<file path="config.mk">
export PLATFORM = sky130hd
export DESIGN_NAME = ext_mem_width_adapter
export DESIGN_NICKNAME = d
export VERILOG_FILES = /design/src/ext_mem_width_adapter.v /design/src/ext_mem_fifo.v
export VERILOG_INCLUDE_DIRS = /design/src
export SDC_FILE = /design/constraint.sdc
export NUM_CORES = 1
export LEC_CHECK = 0
export BUFFER_PORTS_ARGS = -buffer_cell sky130_fd_sc_hd__buf_2
export CORE_UTILIZATION = 45
export DETAILED_ROUTE_END_ITERATION = 7
export GPL_TIMING_DRIVEN = 0
export PLACE_DENSITY_LB_ADDON = 0.25
export SLEW_MARGIN = 15
export SYNTH_ARGS = -nofsm -noshare
export SYNTH_HDL_FRONTEND = slang
export SYNTH_SLANG_ARGS = --single-unit
</file>
<file path="constraint.sdc">
create_clock -name clk -period 6.37 [get_ports clk]
set_input_delay 0.637 -clock clk [delete_from_list [all_inputs] [get_ports clk]]
set_output_delay 0.637 -clock clk [all_outputs]
set_load 0.05 [all_outputs]
</file>
<file path="src/ext_mem_width_adapter_defines.vh">
`ifndef EXT_MEM_WIDTH_ADAPTER_DEFINES_VH
`define EXT_MEM_WIDTH_ADAPTER_DEFINES_VH

////////////////////////////////////////////////////////////////////////////////
// External memory word size codes
`define EXT_W32 2'h0
`define EXT_W16 2'h1
`define EXT_W8 2'h2

// External memory type codes
`define MEM_ASYNC 1'h0
`define MEM_SDRAM 1'h1

////////////////////////////////////////////////////////////////////////////////
// Bridge timing, in system clock cycles
`define SYNC_ISO_CYC 3
`define SYNC_PIPE_CYC 2
`define SPACE_RELOAD 2'h1

////////////////////////////////////////////////////////////////////////////////
// Packed request word: {write, size32, addr, wdata}
`define PK_DATA_LSB 0
`define PK_ADDR_LSB 32
`define PK_EXTRA 2

////////////////////////////////////////////////////////////////////////////////
// Engine states, one-hot
`define ST_IDLE 3'h1
`define ST_BEAT 3'h2
`define ST_GAP 3'h4

// Misc constants
`define ZERO32 32'h00000000
`define MASK8 32'h000000FF
`define MASK16 32'h0000FFFF
`define MASK32 32'hFFFFFFFF
`define BEATS1 3'h1
`define BEATS2 3'h2
`define BEATS4 3'h4
`define BEAT0 2'h0
`define BEAT1 2'h1
`define STROBE_ZERO 4'h0
`define STROBE_ONE 4'h1

`endif

</file>
<file path="src/ext_mem_width_adapter.v">
`timescale 1ns/1ps
`default_nettype none
`include "ext_mem_width_adapter_defines.vh"

module ext_mem_width_adapter #(
  parameter AW = 20,
  parameter FIFO_DEPTH = 16,
  parameter MCLK_DIV = 2
) (
  // Clock and reset
  input wire clk,
  input wire sys_rst,
  // Internal request port
  input wire req_valid,
  output wire req_ready,
  input wire req_write,
  input wire req_size32,
  input wire [AW-1:0] req_addr,
  input wire [31:0] req_wdata,
  // Read answer
  output reg rsp_valid,
  output reg [31:0] rsp_rdata,
  // Configuration
  input wire [1:0] mem_width,
  input wire mem_type,
  input wire [3:0] strobe_cycles,
  input wire cs_hold_enable,
  input wire burst_enable,
  // External memory pins
  output reg [AW-1:0] ext_addr,
  output reg [31:0] ext_dout,
  output reg ext_dout_oe,
  input wire [31:0] ext_din,
  output reg ext_cs_n,
  output reg ext_we_n,
  output reg ext_oe_n,
  output reg ext_burst
);

  localparam PKW = 32 + AW + `PK_EXTRA;
  localparam DW = (MCLK_DIV > 1) ? $clog2(MCLK_DIV) : 1;

  ////////////////////////////////////////////////////////////////////////////
  // Decoding helpers

  function [2:0] beats_for;
    input size32;
    input [1:0] width;
    begin
      case (width)
        `EXT_W16: beats_for = size32 ? `BEATS2 : `BEATS1;
        `EXT_W8: beats_for = size32 ? `BEATS4 : `BEATS2;
        default: beats_for = `BEATS1;
      endcase
    end
  endfunction

  function [31:0] low_word;
    input [31:0] data;
    input [1:0] width;
    begin
      case (width)
        `EXT_W16: low_word = data & `MASK16;
        `EXT_W8: low_word = data & `MASK8;
        default: low_word = data;
      endcase
    end
  endfunction

  function [31:0] shift_down;
    input [31:0] data;
    input [1:0] width;
    begin
      case (width)
        `EXT_W16: shift_down = {16'h0000, data[31:16]};
        `EXT_W8: shift_down = {8'h00, data[31:8]};
        default: shift_down = `ZERO32;
      endcase
    end
  endfunction

  function [31:0] place;
    input [31:0] din;
    input [1:0] width;
    input [1:0] beat;
    reg [31:0] w;
    begin
      w = low_word(din, width);
      case (width)
        `EXT_W16: place = (beat == `BEAT0) ? w : {w[15:0], 16'h0000};
        `EXT_W8: place = w << {beat, 3'h0};
        default: place = w;
      endcase
    end
  endfunction

  ////////////////////////////////////////////////////////////////////////////
  // Bridge: request FIFO plus issue spacing

  wire [PKW-1:0] push_word;
  wire [PKW-1:0] op_word;
  wire op_valid;
  wire op_take;
  wire [31:0] req_data_ext;
  reg [1:0] space_cnt;
  reg op_seen;
  reg [2:0] state;

  assign req_data_ext = req_size32 ? req_wdata : (req_wdata & `MASK16);
  assign push_word = {req_write, req_size32, req_addr, req_data_ext};

  ext_mem_fifo #(
    .WIDTH(PKW),
    .DEPTH(FIFO_DEPTH)
  ) u_bridge_fifo (
    .clk(clk),
    .sys_rst(sys_rst),
    .in_valid(req_valid),
    .in_ready(req_ready),
    .in_data(push_word),
    .out_valid(op_valid),
    .out_ready(op_take),
    .out_data(op_word)
  );

  assign op_take = op_valid & op_seen & (state == `ST_IDLE) & (space_cnt == 2'h0);

  // A fresh entry rests one cycle at the bridge output; a streaming entry is already seen
  always @(posedge clk)
  begin
    op_seen <= op_valid & ~sys_rst;
  end

  always @(posedge clk)
  begin
    if (sys_rst)
    begin
      space_cnt <= 2'h0;
    end
    else if (op_take)
    begin
      space_cnt <= `SPACE_RELOAD;
    end
    else if (space_cnt != 2'h0)
    begin
      space_cnt <= space_cnt - 2'h1;
    end
  end

  ////////////////////////////////////////////////////////////////////////////
  // Memory clock enable

  reg [DW-1:0] div_cnt;
  reg mem_tick;

  always @(posedge clk)
  begin
    if (sys_rst)
    begin
      div_cnt <= {DW{1'b0}};
      mem_tick <= 1'b0;
    end
    else if (div_cnt == MCLK_DIV[DW-1:0] - {{(DW-1){1'b0}}, 1'b1} || MCLK_DIV < 2)
    begin
      div_cnt <= {DW{1'b0}};
      mem_tick <= 1'b1;
    end
    else
    begin
      div_cnt <= div_cnt + {{(DW-1){1'b0}}, 1'b1};
      mem_tick <= 1'b0;
    end
  end

  ////////////////////////////////////////////////////////////////////////////
  // Split engine

  reg op_write;
  reg [1:0] op_width;
  reg op_hold;
  reg [31:0] shreg;
  reg [31:0] rd_acc;
  reg [1:0] beat;
  reg [2:0] beats_total;
  reg [3:0] strobe_left;
  wire [31:0] rd_next;
  wire last_beat;
  wire [AW-1:0] op_addr;
  wire [31:0] op_data;
  wire [2:0] op_beats;
  wire op_is_write;

  assign op_addr = op_word[`PK_ADDR_LSB +: AW];
  assign op_data = op_word[`PK_DATA_LSB +: 32];
  assign op_is_write = op_word[PKW-1];
  assign op_beats = beats_for(op_word[PKW-2], mem_width);
  assign rd_next = rd_acc | place(ext_din, op_width, beat);
  assign last_beat = ({1'b0, beat} + 3'h1) == beats_total;

  always @(posedge clk)
  begin
    if (sys_rst)
    begin
      state <= `ST_IDLE;
      op_write <= 1'b0;
      op_width <= `EXT_W32;
      op_hold <= 1'b0;
      shreg <= `ZERO32;
      rd_acc <= `ZERO32;
      beat <= `BEAT0;
      beats_total <= `BEATS1;
      strobe_left <= `STROBE_ZERO;
      rsp_valid <= 1'b0;
      rsp_rdata <= `ZERO32;
      ext_addr <= {AW{1'b0}};
      ext_dout <= `ZERO32;
      ext_dout_oe <= 1'b0;
      ext_cs_n <= 1'b1;
      ext_we_n <= 1'b1;
      ext_oe_n <= 1'b1;
      ext_burst <= 1'b0;
    end
    else
    begin
      rsp_valid <= 1'b0;
      case (state)
        `ST_IDLE:
        begin
          if (op_take)
          begin
            beats_total <= op_beats;
            op_write <= op_is_write;
            // A 16-bit access keeps only the low half, even on a wide memory
            op_width <= (op_word[PKW-2] | (op_beats != `BEATS1)) ? mem_width : `EXT_W16;
            op_hold <= (mem_type == `MEM_SDRAM) ? burst_enable : cs_hold_enable;
            shreg <= op_data;
            rd_acc <= `ZERO32;
            beat <= `BEAT0;
            strobe_left <= strobe_cycles;
            ext_addr <= op_addr;
            ext_dout <= low_word(op_data, mem_width);
            ext_dout_oe <= op_is_write;
            ext_cs_n <= 1'b0;
            ext_we_n <= ~op_is_write;
            ext_oe_n <= op_is_write;
            ext_burst <= (mem_type == `MEM_SDRAM) & burst_enable & (op_beats != `BEATS1);
            state <= `ST_BEAT;
          end
        end
        `ST_BEAT:
        begin
          if (mem_tick)
          begin
            if (strobe_left != `STROBE_ZERO)
            begin
              strobe_left <= strobe_left - `STROBE_ONE;
            end
            else if (last_beat)
            begin
              ext_cs_n <= 1'b1;
              ext_we_n <= 1'b1;
              ext_oe_n <= 1'b1;
              ext_dout_oe <= 1'b0;
              ext_burst <= 1'b0;
              rsp_valid <= ~op_write;
              rsp_rdata <= rd_next;
              state <= `ST_IDLE;
            end
            else
            begin
              rd_acc <= rd_next;
              beat <= beat + `BEAT1;
              strobe_left <= strobe_cycles;
              ext_addr <= ext_addr + {{(AW-1){1'b0}}, 1'b1};
              shreg <= shift_down(shreg, op_width);
              ext_dout <= low_word(shift_down(shreg, op_width), op_width);
              if (!op_hold)
              begin
                ext_cs_n <= 1'b1;
                ext_we_n <= 1'b1;
                ext_oe_n <= 1'b1;
                state <= `ST_GAP;
              end
            end
          end
        end
        `ST_GAP:
        begin
          // Released select stays high for one memory clock between words
          if (mem_tick)
          begin
            ext_cs_n <= 1'b0;
            ext_we_n <= ~op_write;
            ext_oe_n <= op_write;
            state <= `ST_BEAT;
          end
        end
        default:
        begin
          state <= `ST_IDLE;
        end
      endcase
    end
  end

endmodule // ext_mem_width_adapter

`default_nettype wire

</file>
<file path="src/ext_mem_fifo.v">
`timescale 1ns/1ps
`default_nettype none

module ext_mem_fifo #(
  parameter WIDTH = 54,
  parameter DEPTH = 16
) (
  // Clock and reset
  input wire clk,
  input wire sys_rst,
  // Filling side
  input wire in_valid,
  output reg in_ready,
  input wire [WIDTH-1:0] in_data,
  // Draining side
  output reg out_valid,
  input wire out_ready,
  output reg [WIDTH-1:0] out_data
);

  localparam PW = $clog2(DEPTH);

  reg [WIDTH-1:0] mem [0:DEPTH-1];
  reg [PW-1:0] wr_ptr;
  reg [PW-1:0] rd_ptr;
  reg [PW:0] count;
  wire push;
  wire pop_mem;
  wire [PW:0] next_count;

  assign push = in_valid & in_ready;
  // Output register refills as soon as it is free or being taken
  assign pop_mem = (count != {(PW+1){1'b0}}) & (~out_valid | out_ready);
  assign next_count = count + {{PW{1'b0}}, push} - {{PW{1'b0}}, pop_mem};

  ////////////////////////////////////////////////////////////////////////////
  always @(posedge clk)
  begin
    if (push)
    begin
      mem[wr_ptr] <= in_data;
    end
  end

  always @(posedge clk)
  begin
    if (sys_rst)
    begin
      wr_ptr <= {PW{1'b0}};
      rd_ptr <= {PW{1'b0}};
      count <= {(PW+1){1'b0}};
      in_ready <= 1'b0;
      out_valid <= 1'b0;
      out_data <= {WIDTH{1'b0}};
    end
    else
    begin
      count <= next_count;
      // Registered full flag keeps in_ready a flop output
      in_ready <= (next_count != DEPTH[PW:0]);
      if (push)
      begin
        wr_ptr <= wr_ptr + {{(PW-1){1'b0}}, 1'b1};
      end
      if (pop_mem)
      begin
        out_data <= mem[rd_ptr];
        rd_ptr <= rd_ptr + {{(PW-1){1'b0}}, 1'b1};
        out_valid <= 1'b1;
      end
      else if (out_ready)
      begin
        out_valid <= 1'b0;
      end
    end
  end

endmodule // ext_mem_fifo

`default_nettype wire

</file>
# --- Word-level counts from Yosys, hierarchy flattened ---
# Memory sizes are Yosys's and may differ from the RTL's. A register that Yosys moved wholly into a read port is not among the register bits.
# Index checks and enable logic that the tools add are counted.
op_classes:
  add_sub_neg: 10
  n_eq_ne: 18
  n_shift: 1
  muxes: 74
  bitwise_logic: 19
  reduce_logical: 19
ops:
  columns: ["operator", "count"]
  rows:
  - ["32-bit 2-to-1 mux", 14]
  - ["32-bit one-hot mux with 2 select lines", 7]
  - ["20-bit 2-to-1 mux", 4]
  - ["24-bit one-hot mux with 2 select lines", 1]
  - ["20-bit one-hot mux with 2 select lines", 1]
  - ["32-bit bitwise OR", 1]
  - ["32-bit by 5-bit left shift with 32-bit output", 1]
  - ["1-bit 2-to-1 mux", 21]
  - ["3-bit 2-to-1 mux", 7]
  - ["20-bit by 1-bit adder with 20-bit output, second input constant", 1]
  - ["4-bit 2-to-1 mux", 4]
  - ["5-bit AND reduction", 3]
  - ["2-bit 2-to-1 mux", 6]
  - ["2-bit inequality test, second input constant", 5]
  - ["1-bit one-hot mux with 3 select lines", 3]
  - ["3-bit one-hot mux with 3 select lines", 1]
  - ["4-bit by 1-bit adder with 4-bit output, second input constant", 2]
  - ["1-bit bitwise AND", 8]
  - ["1-bit NOT", 8]
  - ["4-bit one-hot mux with 2 select lines", 1]
  - ["4-bit AND reduction", 2]
  - ["2-bit nonzero test", 4]
  - ["3-bit inequality test, second input constant", 2]
  - ["3-bit one-hot mux with 2 select lines", 1]
  - ["other kinds (27)", 33]
word_totals:
  ff_bits: 190
  ram_bits: 864
  in_bits: 98
  output_inout_bits: 91
  n_memories: 1
mem_list:
  columns: ["name", "depth", "width", "read_ports", "rd_ports_with_merged_regs", "write_ports", "line", "rtl"]
  rows:
  - ["u_bridge_fifo.mem", 16, 54, 1, 1, 1, "ext_mem_fifo.v:23", "reg [WIDTH-1:0] mem [0:DEPTH-1];"]

# --- Depth between registers and ports, before layout ---
depth:
  depth_word: 9
  mapped_depth: 16
  ltp_nobuf: 15

# --- Hierarchy ---
# A second synthesis with hierarchy kept.
unflattened:
  hier_cells: 2564
  area_unflattened_um2: 43249.0
modules_own_cells:
  columns: ["mod", "instances", "cells_per_inst", "area_each_um2"]
  rows:
  - ["ext_mem_fifo", 1, 1537, 35042.4]
  - ["ext_mem_width_adapter", 1, 1027, 8206.6]

# --- Worst setup path before layout ---
# No wires, ideal clock.
synth_timing:
  path_type: "register -> register"
  startpoint: "register u_bridge_fifo.in_ready"
  endpoint: "memory u_bridge_fifo.mem[3][0] (enable)"
  setup_ps: 532
  t_arrival_ps: 4936
  t_required_ps: 5838
  setup_slack_ps: 902
  path_stages_with_launch: 5
  path_buffers: 1
  period_less_slack_ps: 5468
  cell_sequence: "dfxtp_1 > and2_1 > clkbuf_1 > nand2_1 > nor3_1"
synth_via:
  elab_chain_len: 3
synth_lines:
  columns: ["element", "line", "rtl"]
  rows:
  - ["from (decl)", "ext_mem_fifo.v:13", "output reg in_ready,"]
  - ["from (signal assigned)", "ext_mem_fifo.v:60", "in_ready <= (next_count != DEPTH[PW:0]);"]
  - ["1-bit bitwise AND", "ext_mem_fifo.v:31", "assign push = in_valid & in_ready;"]
  - ["named net u_bridge_fifo.push", "ext_mem_fifo.v:27", "wire push;"]
  - ["1-bit 2-to-1 mux", "ext_mem_fifo.v:39", "if (push)"]
  - ["1-bit 2-to-1 mux (implied by the code)", "ext_mem_fifo.v:41", "mem[wr_ptr] <= in_data;"]
  - ["to (decl)", "ext_mem_fifo.v:23", null]
# The timed path passes the listed nets, and every way through them passes these cells.

# --- Worst setup path in the final report ---
layout_timing:
  startpoint: "register u_bridge_fifo.count[2]"
  endpoint: "register u_bridge_fifo.in_ready"
layout_via:
  elab_chain_len: 4
  elab_cells_between_ends: 5
layout_lines:
  columns: ["element", "line", "rtl"]
  rows:
  - ["from (decl)", "ext_mem_fifo.v:26", "reg [PW:0] count;"]
  - ["from (signal assigned)", "ext_mem_fifo.v:51", "count <= {(PW+1){1'b0}};"]
  - ["from (signal assigned)", "ext_mem_fifo.v:58", "count <= next_count;"]
  - ["5-bit nonzero test", "ext_mem_fifo.v:33", "assign pop_mem = (count != {(PW+1){1'b0}}) & (~out_valid | out_ready);"]
  - ["1-bit bitwise AND", "ext_mem_fifo.v:33", null]
  - ["named net u_bridge_fifo.pop_mem", "ext_mem_fifo.v:28", "wire pop_mem;"]
  - ["5-bit by 1-bit subtractor with 5-bit output", "ext_mem_fifo.v:34", "assign next_count = count + {{PW{1'b0}}, push} - {{PW{1'b0}}, pop_mem};"]
  - ["5-bit inequality test", "ext_mem_fifo.v:60", null]
# The timed path passes the listed nets, and every way through them passes these cells.
# A chain may end at the register's enable or synchronous reset.

==> impl_metrics.env <==
export IMPL_h_tree_depth=3
export IMPL_cts_buffers=110
export IMPL_p_switching_mw=5.74
export IMPL_grt_pass1_vias=26300
export IMPL_die_height_microns=311
export IMPL_layout_cells_non_filler=4418
export IMPL_crit_path_end_kind="flop"
export IMPL_area_growth_pct=17.3
export IMPL_place_area_sq_um=46800
export IMPL_vdd_drop_max_mv=0.231
export IMPL_dr_pass1_iters=7
export IMPL_intPower_mw=13.8
export IMPL_grt_overflow_total=0
export IMPL_fp_dieW_microns=311
export IMPL_clockPowerShare_pct=33.8
export IMPL_avgRoutedWirePerCell_microns=26.2
export IMPL_reg2regPathDepth=15
export IMPL_synthesis_area_sq_um=43000
export IMPL_dp_hpwl_microns=81000
export IMPL_viasPerCell=5.87
export IMPL_hold_ws_ps=259
export IMPL_period_needed_ps=3580
export IMPL_async_reset_ff_share_pct=0
export IMPL_ys_seq_area_share_pct=71.3
export IMPL_ys_types=68
export IMPL_drive_above_1_share_pct=23.8
export IMPL_syn_instance_count=2692
export IMPL_first_iter_violations=2753
export IMPL_hp_class="primary input to flop"
export IMPL_finalMaxSlewViolations=0
export IMPL_violations="DRC"
export IMPL_setup_viol=0
export IMPL_arrival_ps=4110
export IMPL_status="complete, but fails checks"
export IMPL_place_inst=4213
export IMPL_power_frac_comb_pct=23.4
export IMPL_vias=25900
export IMPL_io_pins=189
export IMPL_maxCapViolCount=0
export IMPL_core_area_sq_um=94900
export IMPL_post_cts_resized=0
export IMPL_grt_max_degree=24
export IMPL_layout_common_cells="edfxtp_1 (864), buf_2 (249), dfxtp_1 (236), nand2_1 (228), mux4_2 (216)"
export IMPL_start_util_pct=45.3
export IMPL_tightest_slew_ps=948
export IMPL_syn_nets=2811
export IMPL_clock_sinks=1100
export IMPL_fin_ws_ps=2790
export IMPL_routed_wl_microns=116000
export IMPL_crit_fanout=10
export IMPL_required_ps=6900
export IMPL_antenna_found_initial=7
export IMPL_rows=113
export IMPL_grt_pass1_wl_microns=172000
export IMPL_worstHoldStart="ext_din[6]"
export IMPL_finalClockSkew_ps=27.8
export IMPL_drtAntennaViolNets=0
export IMPL_die_area_sq_um=96800
export IMPL_grt_setup_unrepaired="false"
export IMPL_report_final_hold_viol_count=0
export IMPL_yosysWarningCount=0
export IMPL_ys_ff_latch=1100
export IMPL_endpoint="u_bridge_fifo.in_ready"
export IMPL_postLayoutCellArea_sq_um=50500
export IMPL_drc=4
export IMPL_cts_buffer_depth=3
export IMPL_power_density_nw_per_um2=387
export IMPL_clk_latency_ps=710
export IMPL_synth_edff_count=864
export IMPL_cp_start_kind="flop"
export IMPL_max_freq_mhz=279
export IMPL_path_clk_slew_ps=60
export IMPL_fin_nets=3179
export IMPL_p_leak_nw=16.5
export IMPL_layout_commonest_cell="edfxtp_1"
export IMPL_relSlewSlack_pct=36.4
export IMPL_cts_root_buffer="clkbuf_16"
export IMPL_switching_share_pct=29.4
export IMPL_final_core_util_pct=53.2
export IMPL_fill_cells=7599
export IMPL_grt_usage_pct=24.0
export IMPL_gp_congestion=0.903
export IMPL_ys_flop_type="edfxtp_1"
export IMPL_ff2ff_setup_slack_ps=2790
export IMPL_cts_hold_buffers=0
export IMPL_cts_tree="yes"
export IMPL_rr_endpoint="u_bridge_fifo.in_ready"
export IMPL_cts_setup_buffers=0
export IMPL_io_buffers=187
export IMPL_startpoint="u_bridge_fifo.count[2]"
export IMPL_pwr_share_seq_pct=42.8
export IMPL_min_path_cells=3
export IMPL_critical_path_class="flop to flop"
export IMPL_fin_crit_sh_pct=56.2
export IMPL_syn_avg_cell_area_sq_um=16.0
export IMPL_place_ws_ps=2800
export IMPL_r2r_start="u_bridge_fifo.count[2]"
-- area by class of cell --
class	instances	area [sq um]	area share (%)
sequential	1100	30700	60.8
inverter	25	93.8	0.186
clock inverter	72	845	1.67
buffer	192	858	1.70
antenna	2	5.00	0.00992
multi-input combinational	1375	11500	22.8
tap	1265	1580	3.14
timing repair buffer	256	2060	4.08
clock buffer	131	2850	5.65
-- cell usage after synthesis (9+ instances only) --
master | number | area share (%)
nor3_1 | 78 | 0.91
edfxtp_1 | 864 | 60
nand3_1 | 47 | 0.55
a22oi_1 | 150 | 2.6
buf_1 | 20 | 0.17
clkbuf_1 | 94 | 0.82
and2_1 | 24 | 0.35
buf_2 | 62 | 0.72
nor2b_1 | 11 | 0.16
o221ai_1 | 9 | 0.18
ha_1 | 20 | 0.58
a211oi_1 | 49 | 0.86
dfxtp_1 | 236 | 11
o21ai_0 | 39 | 0.45
a311oi_1 | 19 | 0.39
buf_4 | 16 | 0.28
a21oi_1 | 151 | 1.8
nand4_1 | 11 | 0.16
a31oi_1 | 9 | 0.13
xnor2_1 | 10 | 0.20
a2bb2oi_1 | 9 | 0.18
a32oi_1 | 9 | 0.18
nand2_1 | 228 | 2.0
mux4_2 | 216 | 11
nand2b_1 | 9 | 0.13
nor2_1 | 191 | 1.7
inv_1 | 24 | 0.21
-- sequential cells by signal, summed over array words and instances (netlist names), 5 cells and up --
name and count:
u_bridge_fifo.mem 864, u_bridge_fifo.out_data 54, ext_dout 32, rd_acc 32
rsp_rdata 32, shreg 24, ext_addr 20, u_bridge_fifo.count 5
-- worst max-delay path, cell delays in order (launching register included) --
cell and delay [ps]:
dfxtp_1 310, inv_1 90, ha_1 180, or4b_2 710, nand2_1 150, inv_2 60, buf_2 190, ha_1 290
inv_1 40, ha_1 200, fa_1 450, a21oi_1 170, o21bai_1 90, xnor2_1 160, nor4b_1 240, a21oi_1 100
-- power groups by stage --
stage	Sequential [mW]	Combinational (mW)	Clock, mW
after global placement	8.53	4.47	0
after detailed placement	8.52	4.58	0
final	8.37	4.57	6.61
after CTS	8.37	4.60	6.72
after floorplan	8.61	3.04	0
after global routing	8.41	4.93	6.98
-- how the worst min path moves through the flow --
stage                                end  slack, ps
after floorplan                  div_cnt        380
after global placement           div_cnt        400
after detailed placement         div_cnt        400
after CTS                      rd_acc[4]        220
after global routing      strobe_left[0]        270
final                          rd_acc[6]        260
-- metal layers --
layer | up-vias | wire [microns] | track usage (%)
li1 | 11300 | - | -
met2 | 1047 | 58800 | 41.4
met5 | - | 58 | 0
met1 | 13300 | 46100 | 30.9
met4 | 8 | 3160 | 7.24
met3 | 219 | 7810 | 4.13
-- metrics by stage --
| step | setup TNS, ps | power (mW) |
|---|---|---|
| global route | 0 | 20.3 |
| CTS | 0 | 19.7 |
| finish | 0 | 19.6 |
| detailed placement | 0 | 13.1 |
| global placement | -1137120 | 13.0 |
| floorplan | 0 | 11.6 |
-- cells by family after synthesis --
family                     count (synthesis)  synth area share (%)
AOI/OAI and AO/OA                        480                  7.46
xor gates and xnor gates                  17                 0.346
adders and majority gates                 21                 0.628
buffers and inverters                    217                  2.21
DFF                                     1100                  71.3
muxes                                    223                  11.5
and+or+nand+nor                          634                  6.59
No activity file was read; power rests on OpenSTA's default activity.
